$ cat src/include/pmr_pkg.sv
// Constants, types and decode helpers for the speed-control and receive-error register bank.
// Assumes one clock domain and a 16-bit management data path with 5-bit register addresses.
package pmr_pkg;

   localparam int          ADDR_W          = 5;
   localparam int          DATA_W          = 16;
   localparam int          CNT_W           = 16;
   localparam int          MODE_W          = 4;

   localparam logic [4:0]  OFS_EXT_CTRL    = 5'h14;
   localparam logic [4:0]  OFS_RX_ERR_CNT  = 5'h15;
   localparam logic [4:0]  OFS_IRQ_STATUS  = 5'h18;
   localparam logic [4:0]  OFS_IRQ_MASK    = 5'h19;
   localparam logic [4:0]  OFS_SOFT_RESET  = 5'h1A;

   localparam int          CTRL_LSB        = 0;
   localparam int          CTRL_MSB        = 6;
   localparam int          SOFT_RESET_BIT  = 0;

   localparam logic [2:0]  SPEED_RESET     = 3'h6;
   localparam logic [15:0] CNT_RESET       = 16'h0000;
   localparam logic [15:0] CNT_MAX         = 16'hFFFF;
   localparam logic [2:0]  IRQ_RESET       = 3'h0;

   localparam logic [3:0]  MODE_FIBER_A    = 4'h3;
   localparam logic [3:0]  MODE_FIBER_B    = 4'h7;
   localparam logic [3:0]  MODE_RGMII_SER  = 4'h6;
   localparam logic [3:0]  MODE_GMII_SER   = 4'hE;

   localparam int          IRQ_W           = 3;
   localparam int          IRQ_ERR_BIT     = 0;
   localparam int          IRQ_SAT_BIT     = 1;
   localparam int          IRQ_SWRST_BIT   = 2;

   typedef enum logic [1:0]
   {
      SPD_10   = 2'b00,
      SPD_100  = 2'b01,
      SPD_1000 = 2'b10
   } pmr_speed_e;

   typedef enum logic [1:0]
   {
      TXCLK_OFF = 2'b00,
      TXCLK_2M5 = 2'b01,
      TXCLK_25M = 2'b10
   } pmr_txclk_e;

   // Field layout of the low seven bits of the extended control register, MSB first.
   typedef struct packed
   {
      logic [2:0] speed;
      logic       rsvd3;
      logic       dte_en;
      logic       tx_delay;
      logic       rsvd0;
   } pmr_ctrl_s;

   typedef struct packed
   {
      logic false_carrier;
      logic symbol_error;
   } pmr_rxerr_s;

   localparam pmr_ctrl_s   CTRL_RESET      = '{speed: SPEED_RESET, default: 1'b0};

   // Codes 010 and 011 are not defined; they fall back to 10 Mbps.
   function automatic pmr_speed_e pmr_code_speed(input logic [2:0] code);
      pmr_speed_e s;
      s = SPD_10;
      if (code[2:1] == 2'b11)
      begin
         s = SPD_1000;
      end
      else if (code[1:0] == 2'b01)
      begin
         s = SPD_100;
      end
      return s;
   endfunction

   function automatic logic pmr_is_fiber_mode(input logic [3:0] mode);
      return (mode == MODE_FIBER_A) || (mode == MODE_FIBER_B) ||
             (mode == MODE_RGMII_SER) || (mode == MODE_GMII_SER);
   endfunction

   function automatic logic pmr_is_serial_mode(input logic [3:0] mode);
      return (mode == MODE_RGMII_SER) || (mode == MODE_GMII_SER);
   endfunction

endpackage

$ cat src/rtl/pmr_sync.sv
// Two-flop synchroniser for a bus of quasi-static levels such as strap pins.
// Assumes the bits change rarely; no coherence between bits is promised while they move.
`timescale 1ns/1ps
`default_nettype none
module pmr_sync
#(
   parameter int W = 4
)
(
   input  wire logic         clk,     // System clock.
   input  wire logic         reset_n, // Asynchronous reset, active low.
   input  wire logic [W-1:0] d_in,    // Asynchronous level input.
   output logic      [W-1:0] d_out    // Synchronised level.
);

   logic [W-1:0] meta_reg;
   logic [W-1:0] sync_reg;

   always_ff @(posedge clk or negedge reset_n)
   begin
      if (!reset_n)
      begin
         meta_reg <= '0;
         sync_reg <= '0;
      end
      else
      begin
         meta_reg <= d_in;
         sync_reg <= meta_reg;
      end
   end

   assign d_out = sync_reg;

endmodule // pmr_sync
`default_nettype wire

$ cat src/rtl/pmr_rx_err_counter.sv
// Saturating receive error counter that adds up to two events per cycle.
// Assumes event inputs are single-cycle pulses on the system clock.
`timescale 1ns/1ps
`default_nettype none
module pmr_rx_err_counter
   import pmr_pkg::*;
#(
   parameter int W = CNT_W
)
(
   input  wire logic         clk,       // System clock.
   input  wire logic         reset_n,   // Hardware reset, active low.
   input  wire pmr_rxerr_s   events,    // Selected medium error pulses.
   output logic      [W-1:0] count,     // Current count.
   output logic              saturated  // Pulse when the count reaches its top.
);

   logic [W-1:0] count_reg;
   logic [W-1:0] count_next;
   logic [W:0]   sum;

   always_comb
   begin
      sum = {1'b0, count_reg} + (W+1)'(events.false_carrier) + (W+1)'(events.symbol_error);
      if (sum[W])
      begin
         count_next = {W{1'b1}};
      end
      else
      begin
         count_next = sum[W-1:0];
      end
   end

   // Software reset is not wired here on purpose: only hardware reset may clear the count.
   always_ff @(posedge clk or negedge reset_n)
   begin
      if (!reset_n)
      begin
         count_reg <= '0;
      end
      else
      begin
         count_reg <= count_next;
      end
   end

   assign count     = count_reg;
   assign saturated = (count_next == {W{1'b1}}) && (count_reg != {W{1'b1}});

endmodule // pmr_rx_err_counter
`default_nettype wire

$ cat src/rtl/pmr_regs.sv
// Extended speed control and receive error count registers behind a plain management port.
// Assumes link status and receive error pulses come from logic on clk; the mode strap comes from pins.
`timescale 1ns/1ps
`default_nettype none
// Notes on behaviour
// - Speed field bits 6:4 resets to 110 and picks MAC speed during link down with copper auto-negotiation on.
// - A written speed takes effect only at the next software reset.
// - In serial gigabit modes without serial negotiation, bits 5:4 set link speed.
// - Code 000 means 10 Mbps, 2.5 MHz clock when down, none on gigabit link.
// - Code 001 means 100 Mbps with a 25 MHz clock while the link is down.
// - Code 110 means 1000 Mbps with a 2.5 MHz clock while the link is down.
// - Bit 2 enables DTE detection; it resets to zero.
// - Bit 1 delays the gigabit transmit clock, resets zero, applied at software reset.
// - The error counter stops at FFFF and never wraps.
// - False carrier and symbol errors both count.
// - Modes 0011, 0111, 0110 and 1110 count fiber-side errors.
// - All other modes count copper-side errors.
// - Counter is read-only, cleared by hardware reset, kept over software reset.
// - Mode 0110 is RGMII to serial and 1110 is GMII to serial gigabit.
module pmr_regs
   import pmr_pkg::*;
(
   input  wire logic              clk,                 // 200 MHz system clock.
   input  wire logic              reset_n,             // Hardware reset, active low.
   input  wire logic [ADDR_W-1:0] reg_addr,            // Register address.
   input  wire logic [DATA_W-1:0] reg_wdata,           // Write data.
   input  wire logic              reg_write,           // Write strobe.
   input  wire logic              reg_read,            // Read strobe.
   output logic      [DATA_W-1:0] reg_rdata,           // Read data, valid the cycle after the strobe.
   input  wire logic [MODE_W-1:0] hw_mode_pin,         // Hardware mode strap pins.
   input  wire logic              link_up,             // Link is up.
   input  wire pmr_speed_e        link_speed,          // Resolved speed while the link is up.
   input  wire logic              link_is_1000t,       // The up link is copper 1000BASE-T.
   input  wire logic              autoneg_en,          // Copper auto-negotiation enabled.
   input  wire logic              serial_aneg_en,      // Serial auto-negotiation enabled.
   input  wire pmr_rxerr_s        copper_err,          // Copper receive error pulses.
   input  wire pmr_rxerr_s        fiber_err,           // Fiber receive error pulses.
   output pmr_speed_e             mac_speed,           // Speed of the MAC interface.
   output pmr_txclk_e             mac_txclk_rate,      // Rate of the MAC transmit clock.
   output pmr_speed_e             serial_speed,        // Forced serial link speed.
   output logic                   serial_speed_forced, // Serial speed is forced by the register.
   output logic                   dte_detect_en,       // DTE detection enabled.
   output logic                   gigabit_transmit_clock_delay, // Delay gigabit transmit clock.
   output logic                   soft_reset_pulse,    // One-cycle software reset.
   output logic                   irq                  // Level interrupt.
);

   pmr_ctrl_s          ctrl_reg;
   logic [2:0]         active_speed_reg;
   logic               active_delay_reg;
   logic               swrst_reg;
   logic [IRQ_W-1:0]   irq_status_reg;
   logic [IRQ_W-1:0]   irq_status_next;
   logic [IRQ_W-1:0]   irq_mask_reg;
   logic [DATA_W-1:0]  rdata_reg;
   logic [DATA_W-1:0]  rdata_next;
   logic [MODE_W-1:0]  hw_mode;
   logic [CNT_W-1:0]   err_count;
   logic               err_saturated;
   logic               fiber_mode;
   pmr_rxerr_s         sel_err;
   pmr_speed_e         default_speed;
   logic [IRQ_W-1:0]   irq_events;

   function automatic logic wr_hit(input logic [ADDR_W-1:0] ofs);
      return reg_write && (reg_addr == ofs);
   endfunction

   pmr_sync #(.W(MODE_W)) u_mode_sync
   (
      .clk     (clk),
      .reset_n (reset_n),
      .d_in    (hw_mode_pin),
      .d_out   (hw_mode)
   );

   assign fiber_mode = pmr_is_fiber_mode(hw_mode);
   assign sel_err    = fiber_mode ? fiber_err : copper_err;

   pmr_rx_err_counter #(.W(CNT_W)) u_err_cnt
   (
      .clk       (clk),
      .reset_n   (reset_n),
      .events    (sel_err),
      .count     (err_count),
      .saturated (err_saturated)
   );

   // Reserved bits are stored as written so that a read-modify-write returns them intact.
   always_ff @(posedge clk or negedge reset_n)
   begin
      if (!reset_n)
      begin
         ctrl_reg <= CTRL_RESET;
      end
      else if (wr_hit(OFS_EXT_CTRL))
      begin
         ctrl_reg <= reg_wdata[CTRL_MSB:CTRL_LSB];
      end
   end

   always_ff @(posedge clk or negedge reset_n)
   begin
      if (!reset_n)
      begin
         swrst_reg <= 1'b0;
      end
      else
      begin
         swrst_reg <= wr_hit(OFS_SOFT_RESET) && reg_wdata[SOFT_RESET_BIT];
      end
   end

   // Speed and transmit delay disturb a running link, so they only move at a software reset.
   always_ff @(posedge clk or negedge reset_n)
   begin
      if (!reset_n)
      begin
         active_speed_reg <= SPEED_RESET;
         active_delay_reg <= 1'b0;
      end
      else if (swrst_reg)
      begin
         active_speed_reg <= ctrl_reg.speed;
         active_delay_reg <= ctrl_reg.tx_delay;
      end
   end

   assign default_speed = pmr_code_speed(active_speed_reg);

   always_comb
   begin
      mac_speed      = link_speed;
      mac_txclk_rate = TXCLK_2M5;
      if (!link_up && autoneg_en)
      begin
         mac_speed = default_speed;
         if (active_speed_reg == 3'b001)
         begin
            mac_txclk_rate = TXCLK_25M;
         end
      end
      else if (link_up && link_is_1000t)
      begin
         mac_txclk_rate = active_speed_reg[2] ? TXCLK_2M5 : TXCLK_OFF;
      end
      else if (link_speed == SPD_100)
      begin
         mac_txclk_rate = TXCLK_25M;
      end
   end

   // Only bits 5:4 matter here: 00 is 10, 01 is 100, 1x is 1000 Mbps.
   always_comb
   begin
      serial_speed = SPD_10;
      if (active_speed_reg[1])
      begin
         serial_speed = SPD_1000;
      end
      else if (active_speed_reg[0])
      begin
         serial_speed = SPD_100;
      end
   end

   assign serial_speed_forced          = pmr_is_serial_mode(hw_mode) && !serial_aneg_en;
   assign dte_detect_en                = ctrl_reg.dte_en;
   assign gigabit_transmit_clock_delay = active_delay_reg;
   assign soft_reset_pulse             = swrst_reg;

   assign irq_events = {swrst_reg, err_saturated, |sel_err};

   always_comb
   begin
      irq_status_next = irq_status_reg;
      if (wr_hit(OFS_IRQ_STATUS))
      begin
         irq_status_next = irq_status_next & ~reg_wdata[IRQ_W-1:0];
      end
      // Setting after the clear keeps an event that lands in the clearing cycle.
      irq_status_next = irq_status_next | irq_events;
   end

   always_ff @(posedge clk or negedge reset_n)
   begin
      if (!reset_n)
      begin
         irq_status_reg <= IRQ_RESET;
         irq_mask_reg   <= IRQ_RESET;
      end
      else
      begin
         irq_status_reg <= irq_status_next;
         if (wr_hit(OFS_IRQ_MASK))
         begin
            irq_mask_reg <= reg_wdata[IRQ_W-1:0];
         end
      end
   end

   assign irq = |(irq_status_reg & irq_mask_reg);

   always_comb
   begin
      rdata_next = '0;
      unique case (reg_addr)
         OFS_EXT_CTRL:   rdata_next[CTRL_MSB:CTRL_LSB] = ctrl_reg;
         OFS_RX_ERR_CNT: rdata_next = err_count;
         OFS_IRQ_STATUS: rdata_next[IRQ_W-1:0] = irq_status_reg;
         OFS_IRQ_MASK:   rdata_next[IRQ_W-1:0] = irq_mask_reg;
         default:        rdata_next = '0;
      endcase
   end

   always_ff @(posedge clk or negedge reset_n)
   begin
      if (!reset_n)
      begin
         rdata_reg <= '0;
      end
      else
      begin
         rdata_reg <= reg_read ? rdata_next : '0;
      end
   end

   assign reg_rdata = rdata_reg;
endmodule // pmr_regs
`default_nettype wire

$ cat config.mk
export PLATFORM = sky130hd
export DESIGN_NAME = pmr_regs
export DESIGN_NICKNAME = d
export VERILOG_FILES = /design/src/include/pmr_pkg.sv /design/src/rtl/pmr_sync.sv /design/src/rtl/pmr_rx_err_counter.sv /design/src/rtl/pmr_regs.sv
export SDC_FILE = /design/constraint.sdc
export NUM_CORES = 1
export LEC_CHECK = 0
export ABC_CLOCK_PERIOD_IN_PS = 7060
export BUFFER_PORTS_ARGS = -buffer_cell sky130_fd_sc_hd__buf_4
export CORE_UTILIZATION = 44
export CTS_CLUSTER_DIAMETER = 100
export DETAILED_ROUTE_END_ITERATION = 8
export GPL_TIMING_DRIVEN = 0
export HOLD_SLACK_MARGIN = 0.06
export PLACE_DENSITY = 0.68
export RECOVER_POWER = 25
export SKIP_LAST_GASP = 1
export SYNTH_ARGS = -nofsm -noshare
export SYNTH_HDL_FRONTEND = slang
export SYNTH_SLANG_ARGS = --single-unit
$ cat constraint.sdc
create_clock -name clk -period 7.06 [get_ports clk]
set_clock_uncertainty 0.05 [all_clocks]
set_input_delay 0.706 -clock clk [delete_from_list [all_inputs] [get_ports clk]]
set_output_delay 0.706 -clock clk [all_outputs]
set_load 0.05 [all_outputs]
==> impl_metrics.tcl, run 1 <==
set metrics [dict create \
    status "finished with violations" \
    violations "capacitance limit, slew limit" \
    critPathMaxStageDelay_ns 2.08 \
    place_area_sq_um 3150 \
    cts_resized 0 \
    synth_fa_ha_area_share_pct 1.23 \
    worst-path-buf-inv 1 \
    clkPwrFrac_pct 33.8 \
    synth_top_family_by_area "simple AND/OR/NAND/NOR gates" \
    grt_pass1_wl_microns 8970 \
    ys_warn_count 0 \
    grt_start_max_net_pins 59 \
    hold_viol 0 \
    p_seq_share_pct 44.6 \
    clock_latency_ns 0.34 \
    synth_compound_area_share_pct 6.99 \
    port_buffers 55 \
    wire_per_inst_microns 14.4 \
    rr_endpoint "irq_status_reg[1]" \
    clockRootBuffer "clkbuf_8" \
    holdBufCountCts 0 \
    dieArea_sq_um 6340 \
    slowest_stage "clkbuf_1" \
    place_hpwl_microns 3960 \
    crit_end "reg_rdata[3]" \
    post-cts-setup-buffers 0 \
    ys_async_sr_fraction_pct 100 \
    tritoncts "yes" \
    p_sw_uw 270 \
    die_x_microns 79.6 \
    cts_max_path_buffers 2 \
    fin_total_pwr_uw 921 \
    vias_per_cell 5.28 \
    finalSetupViolCount 0 \
    start_util_pct 47.0 \
    grt.overflow.total 0 \
    layout_commonest_cell "dfrtp_1" \
    synth_area_sq_um 2650 \
    tightest_slew_ns 3.01 \
    rows 27 \
    fin_nets 342 \
    dr.pass1.iters 4 \
    antenna_found_initial 0 \
    synth_simple_gate_area_share_pct 21.1 \
    netlist_instances 235 \
    setup_tns_ns 0 \
    peakVddDrop_v 0.000181 \
    fp.coreArea_sq_um 5640 \
    clock_sinks 58 \
    p_leak_uw 0.00164 \
    drc 0 \
    p_per_area_nw_per_um2 275 \
    internal-power_uw 651 \
    reg2reg_from "u_mode_sync.d_out[0]" \
    synth_edf_count 0 \
    worstSetupStartpointType "input pin" \
    area.sequential_sq_um 1460 \
    fp.dieH_microns 79.6 \
    p_sw_share_pct 29.3 \
    htree_levels 3 \
    track_usage_pct 19.1 \
    synth_seq_cells 58 \
    wl_microns 5440 \
    max_freq_mhz 323 \
    clkTransAtPathRegs_ns 0.06 \
    cp.required_ns 6.79 \
    post-route-period-util_pct 43.9 \
    final_area_sq_um 3350 \
    hp-class "register to register" \
    antenna_cells 0 \
    n_fill_cell 500 \
    rsz0062_at_grt "no" \
    synth_cell_types 49 \
    layout_common_cells "54 x dfrtp_1, 53 x buf_4, 25 x nand2_1, 17 x nand3_1, 16 x nor2_1" \
    multi_input_area_sq_um 1100 \
    maxCapViolCount 1 \
    path_class "input pin to async pin" \
    reg2reg_setup_slack_ns 4.17 \
    endpoint_kind "async pin" \
    vias 1990 \
    drt_iter0_drc 141 \
    slew_headroom_pct -100 \
    critPathLaunch "reset_n" \
    area_delta_synth_final_pct 26.5 \
    ant_nets 0 \
    place_congestion 0.863 \
    synthMuxAreaShare_pct 8.97 \
    combPwrFrac_pct 21.6 \
    ys.flop_type "dfrtp_1" \
    grt_pass1_vias 1923 \
    io_pins 66 \
    synthesis.nets 276 \
    yosys.area_share.xor_xnor_pct 3.31 \
    path_max_fanout 58 \
    worstPathArrival_ns 2.83 \
    rr_worst_depth 11 \
    worstPathCellList "clkbuf_1" \
    numCtsBuffers 9 \
    avgSynthCellArea_sq_um 11.3 \
    drive_above_1_share_pct 32.8 \
    critPathTopFamily "buffers and inverters" \
    cp.depth 1 \
    period_needed_ns 3.10 \
    drv_slew 59 \
    hold_slack_ns 0.303 \
    ys_seq_area_share_pct 55.0 \
]
## logic make-up after synthesis
family,count (synthesis)
and+or+nand+nor,101
DFF,58
AOI/OAI and AO/OA,26
muxes,22
buffers and inverters,16
xor gates and xnor gates,10
adders and majority gates,2
## synth_stat cells (4+ instances only)
library cell   n  area share [%]
xnor2_1        4             1.3
and2_1         9             2.1
dfstp_2        4             4.0
nand2b_1       4            0.94
a21oi_1        4            0.76
nor2b_1        5             1.2
nand3_1       17             3.2
nand2_1       25             3.5
xor2_1         6             2.0
nand4_1        5             1.2
mux2_2        14             5.9
inv_1          8             1.1
mux2i_1        8             3.0
dfrtp_1       54              51
nor2_1        16             2.3
nor3_1         4            0.76
## through the flow
stage,util [%],std cells,setup slack (ns)
floorplan,-,235,3.30
global placement,55.9,362,4.18
detailed placement,55.9,362,4.11
CTS,59.5,377,4.17
global route,59.4,377,3.34
finish,59.4,377,3.96
## layout make-up
class                           instances  share of cell area, %
Sequential cell                        58                   43.4
Multi-Input combinational cell        161                   32.9
Timing Repair Buffer                   55                   12.2
Clock buffer                           13                   5.04
Tap cell                               72                   2.69
Buffer                                  8                   1.83
Clock inverter                          2                   1.04
Inverter                                8                  0.896
## metal layers
layer,share of wire (%),wire length (microns),vias to the layer above,GRT usage [%]
li1,-,-,963,-
met4,2.8,153,0,11.8
met1,45,2440,960,24.3
met2,47,2550,55,28.7
met3,5.4,291,12,5.37
met5,0,0,-,0
## how the worst min path moves through the flow
stage                                       start                   end  slack [ns]  cells after the start
after floorplan           u_mode_sync.meta_reg[0]  u_mode_sync.d_out[0]        0.28                      0
after global placement    u_mode_sync.meta_reg[1]  u_mode_sync.d_out[1]        0.28                      0
after detailed placement  u_mode_sync.meta_reg[3]  u_mode_sync.d_out[3]        0.29                      0
after CTS                 u_mode_sync.meta_reg[0]  u_mode_sync.d_out[0]        0.31                      0
after global routing      u_mode_sync.meta_reg[0]  u_mode_sync.d_out[0]        0.31                      0
final                     u_mode_sync.meta_reg[0]  u_mode_sync.d_out[0]        0.30                      0
## worst register-to-register path, cell delays in order (launching register included)
cell	delay, ns
dfrtp_1	0.36
mux2i_1	0.19
nand2_1	0.11
mux2i_1	0.19
fa_1	0.46
inv_1	0.08
ha_1	0.32
nand3_1	0.22
nor3_1	0.42
or2_2	0.19
a41oi_1	0.09
a21oi_1	0.14
## power groups by stage
stage	logic, uW	clock network [uW]	registers [uW]
3_3_place_gp	195	0	417
4_1_cts	200	321	411
2_1_floorplan	136	0	414
3_5_place_dp	198	0	417
6_report	198	311	411
5_1_grt	220	333	417
Note: power is estimated with default switching activity, not from simulation.
==> run 2: changes to the inputs <==
Settings changed: ABC_CLOCK_PERIOD_IN_PS 7060 to 3100.
Clock period 7.06 ns to 3.1 ns, I/O delays scaled along.
==> impl_metrics.tcl, run 2 (synthesis results as in run 1) <==
set metrics [dict create \
    grt_use_met3_pct 8.00 \
    place_ws_ns 0.256 \
    maxCapViolCount 0 \
    path_class "register to register" \
    hold_viol 0 \
    p_per_area_nw_per_um2 612 \
    rr_worst_depth 11 \
    crit_path_frequent_cell "mux2i_1" \
    post-cts-setup-buffers 0 \
    hold_slack_ns 0.146 \
    place_hpwl_microns 3990 \
    worstPathArrival_ns 3.07 \
    worstSetupStartpointType "register" \
    vias 1987 \
    reg2reg_setup_slack_ns 0.25 \
    clkTransAtPathRegs_ns 0.06 \
    peakVddDrop_v 0.000443 \
    fp.coreArea_sq_um 5640 \
    dr.pass1.iters 4 \
    slew_headroom_pct 7.15 \
    die_x_microns 79.6 \
    met2_usage_pct 31.2 \
    grt_pass1_vias 1956 \
    drc 0 \
    p_leak_uw 0.00165 \
    drive_above_1_share_pct 32.2 \
    start_util_pct 47.0 \
    dp.cells 362 \
    endpoint_kind "register" \
    clock_sinks 58 \
    grt_pass1_wl_microns 9290 \
    area_delta_synth_final_pct 27.9 \
    clock_latency_ns 0.35 \
    grt_start_max_net_pins 59 \
    rows 27 \
    place_congestion 0.847 \
    fin_nets 347 \
    cp.required_ns 3.32 \
    wl_microns 5650 \
    finalSetupViolCount 0 \
    post-route-worst-setup-slack_ns 0.245 \
    worstPathCellList "mux2i_1, nand2_1, mux2i_1, fa_1, inv_1, ha_1, nand3_1, nor3_1, or2_2, a41oi_1, a21oi_1" \
    rr_endpoint "irq_status_reg[1]" \
    io_pins 66 \
    wire_per_inst_microns 14.7 \
    whs_path_depth 2 \
    whs_endpoint "ctrl_reg[3]" \
    htree_levels 3 \
    rsz0062_at_grt "no" \
    track_usage_pct 19.9 \
    max_freq_mhz 350 \
    post-route-period-util_pct 92.1 \
    drt_iter0_drc 142 \
    layout_common_cells "54 x dfrtp_1, 52 x buf_4, 25 x nand2_1, 17 x nand3_1, 16 x nor2_1" \
    fp.dieH_microns 79.6 \
    path_max_fanout 8 \
    layout_commonest_cell "dfrtp_1" \
    drv_slew 0 \
    period_needed_ns 2.85 \
    grt.overflow.total 0 \
    numCtsBuffers 9 \
    cts_resized 0 \
    reg2reg_from "u_mode_sync.d_out[0]" \
    met1_usage_pct 24.7 \
    final_cell_count_no_fill 383 \
    cts_max_path_buffers 2 \
    ant_nets 0 \
    hp-class "input pin to register" \
    tightest_slew_ns 1.39 \
    status "complete, no violations" \
    antenna_found_initial 0 \
    fin_util_pct 60.1 \
    dieArea_sq_um 6340 \
    setup_tns_ns 0 \
    hp-start "reg_wdata[3]" \
    clockRootBuffer "clkbuf_8" \
    critPathTopFamily "simple AND/OR/NAND/NOR gates" \
    busiest_layer "met2" \
    worst-path-buf-inv 1 \
    tritoncts "yes" \
    vias_per_cell 5.19 \
    critPathMaxStageDelay_ns 0.46 \
    slowest_stage "fa_1" \
    port_buffers 55 \
    antenna_cells 0 \
]
==> run 2: how the worst max path moves through the flow <==
| stage | start | endpoint | slack (ns) | cells past startpoint |
|---|---|---|---|---|
| after floorplan | active_speed_reg[1] | mac_txclk_rate[0] | 0.23 | 4 |
| after global placement | u_mode_sync.d_out[0] | irq_status_reg[1] | 0.29 | 11 |
| after detailed placement | u_mode_sync.d_out[0] | irq_status_reg[1] | 0.26 | 11 |
| after CTS | u_mode_sync.d_out[0] | irq_status_reg[1] | 0.24 | 11 |
| after global routing | u_mode_sync.d_out[0] | u_err_cnt.count[2] | 0.0002 | 11 |
| final | u_mode_sync.d_out[0] | irq_status_reg[1] | 0.25 | 11 |
==> run 2: metal layers <==
metal  vias up  share of wire (%)
met5         -                  0
met1       949                 45
met3         8                5.9
met2        56                 48
li1        974                  -
met4         0                1.5
==> run 2: area by class of cell <==
cell class,count,area [sq um]
Fill cell,511,2250
Tap cell,72,90.1
Timing Repair Buffer,60,460
Multi-Input combinational cell,161,1100
Buffer,8,61.3
Clock inverter,3,40.0
Sequential cell,58,1460
Clock buffer,13,149
Inverter,8,30.0
==> run 2: through the flow <==
step | area, sq um | power (uW)
3_3_place_gp | 3150 | 1390
5_1_grt | 3390 | 2180
6_report | 3390 | 2080
2_1_floorplan | 2650 | 1250
4_1_cts | 3390 | 2090
3_5_place_dp | 3150 | 1400
==> run 2: where the power goes <==
| group | switching, uW | internal [uW] | leakage, uW |
|---|---|---|---|
| clock network | 290 | 391 | 0.0000974 |
| logic | 249 | 205 | 0.000811 |
| registers | 89.7 | 850 | 0.000743 |
| total | 629 | 1450 | 0.00165 |
==> run 2: repair_timing <==
| action | 4_1_cts | 5_1_grt |
|---|---|---|
| hold buffers | 5 | 0 |
| endpoints found under the setup margin | 0 | 0 |
| hold endpoints to repair | 58 | 0 |
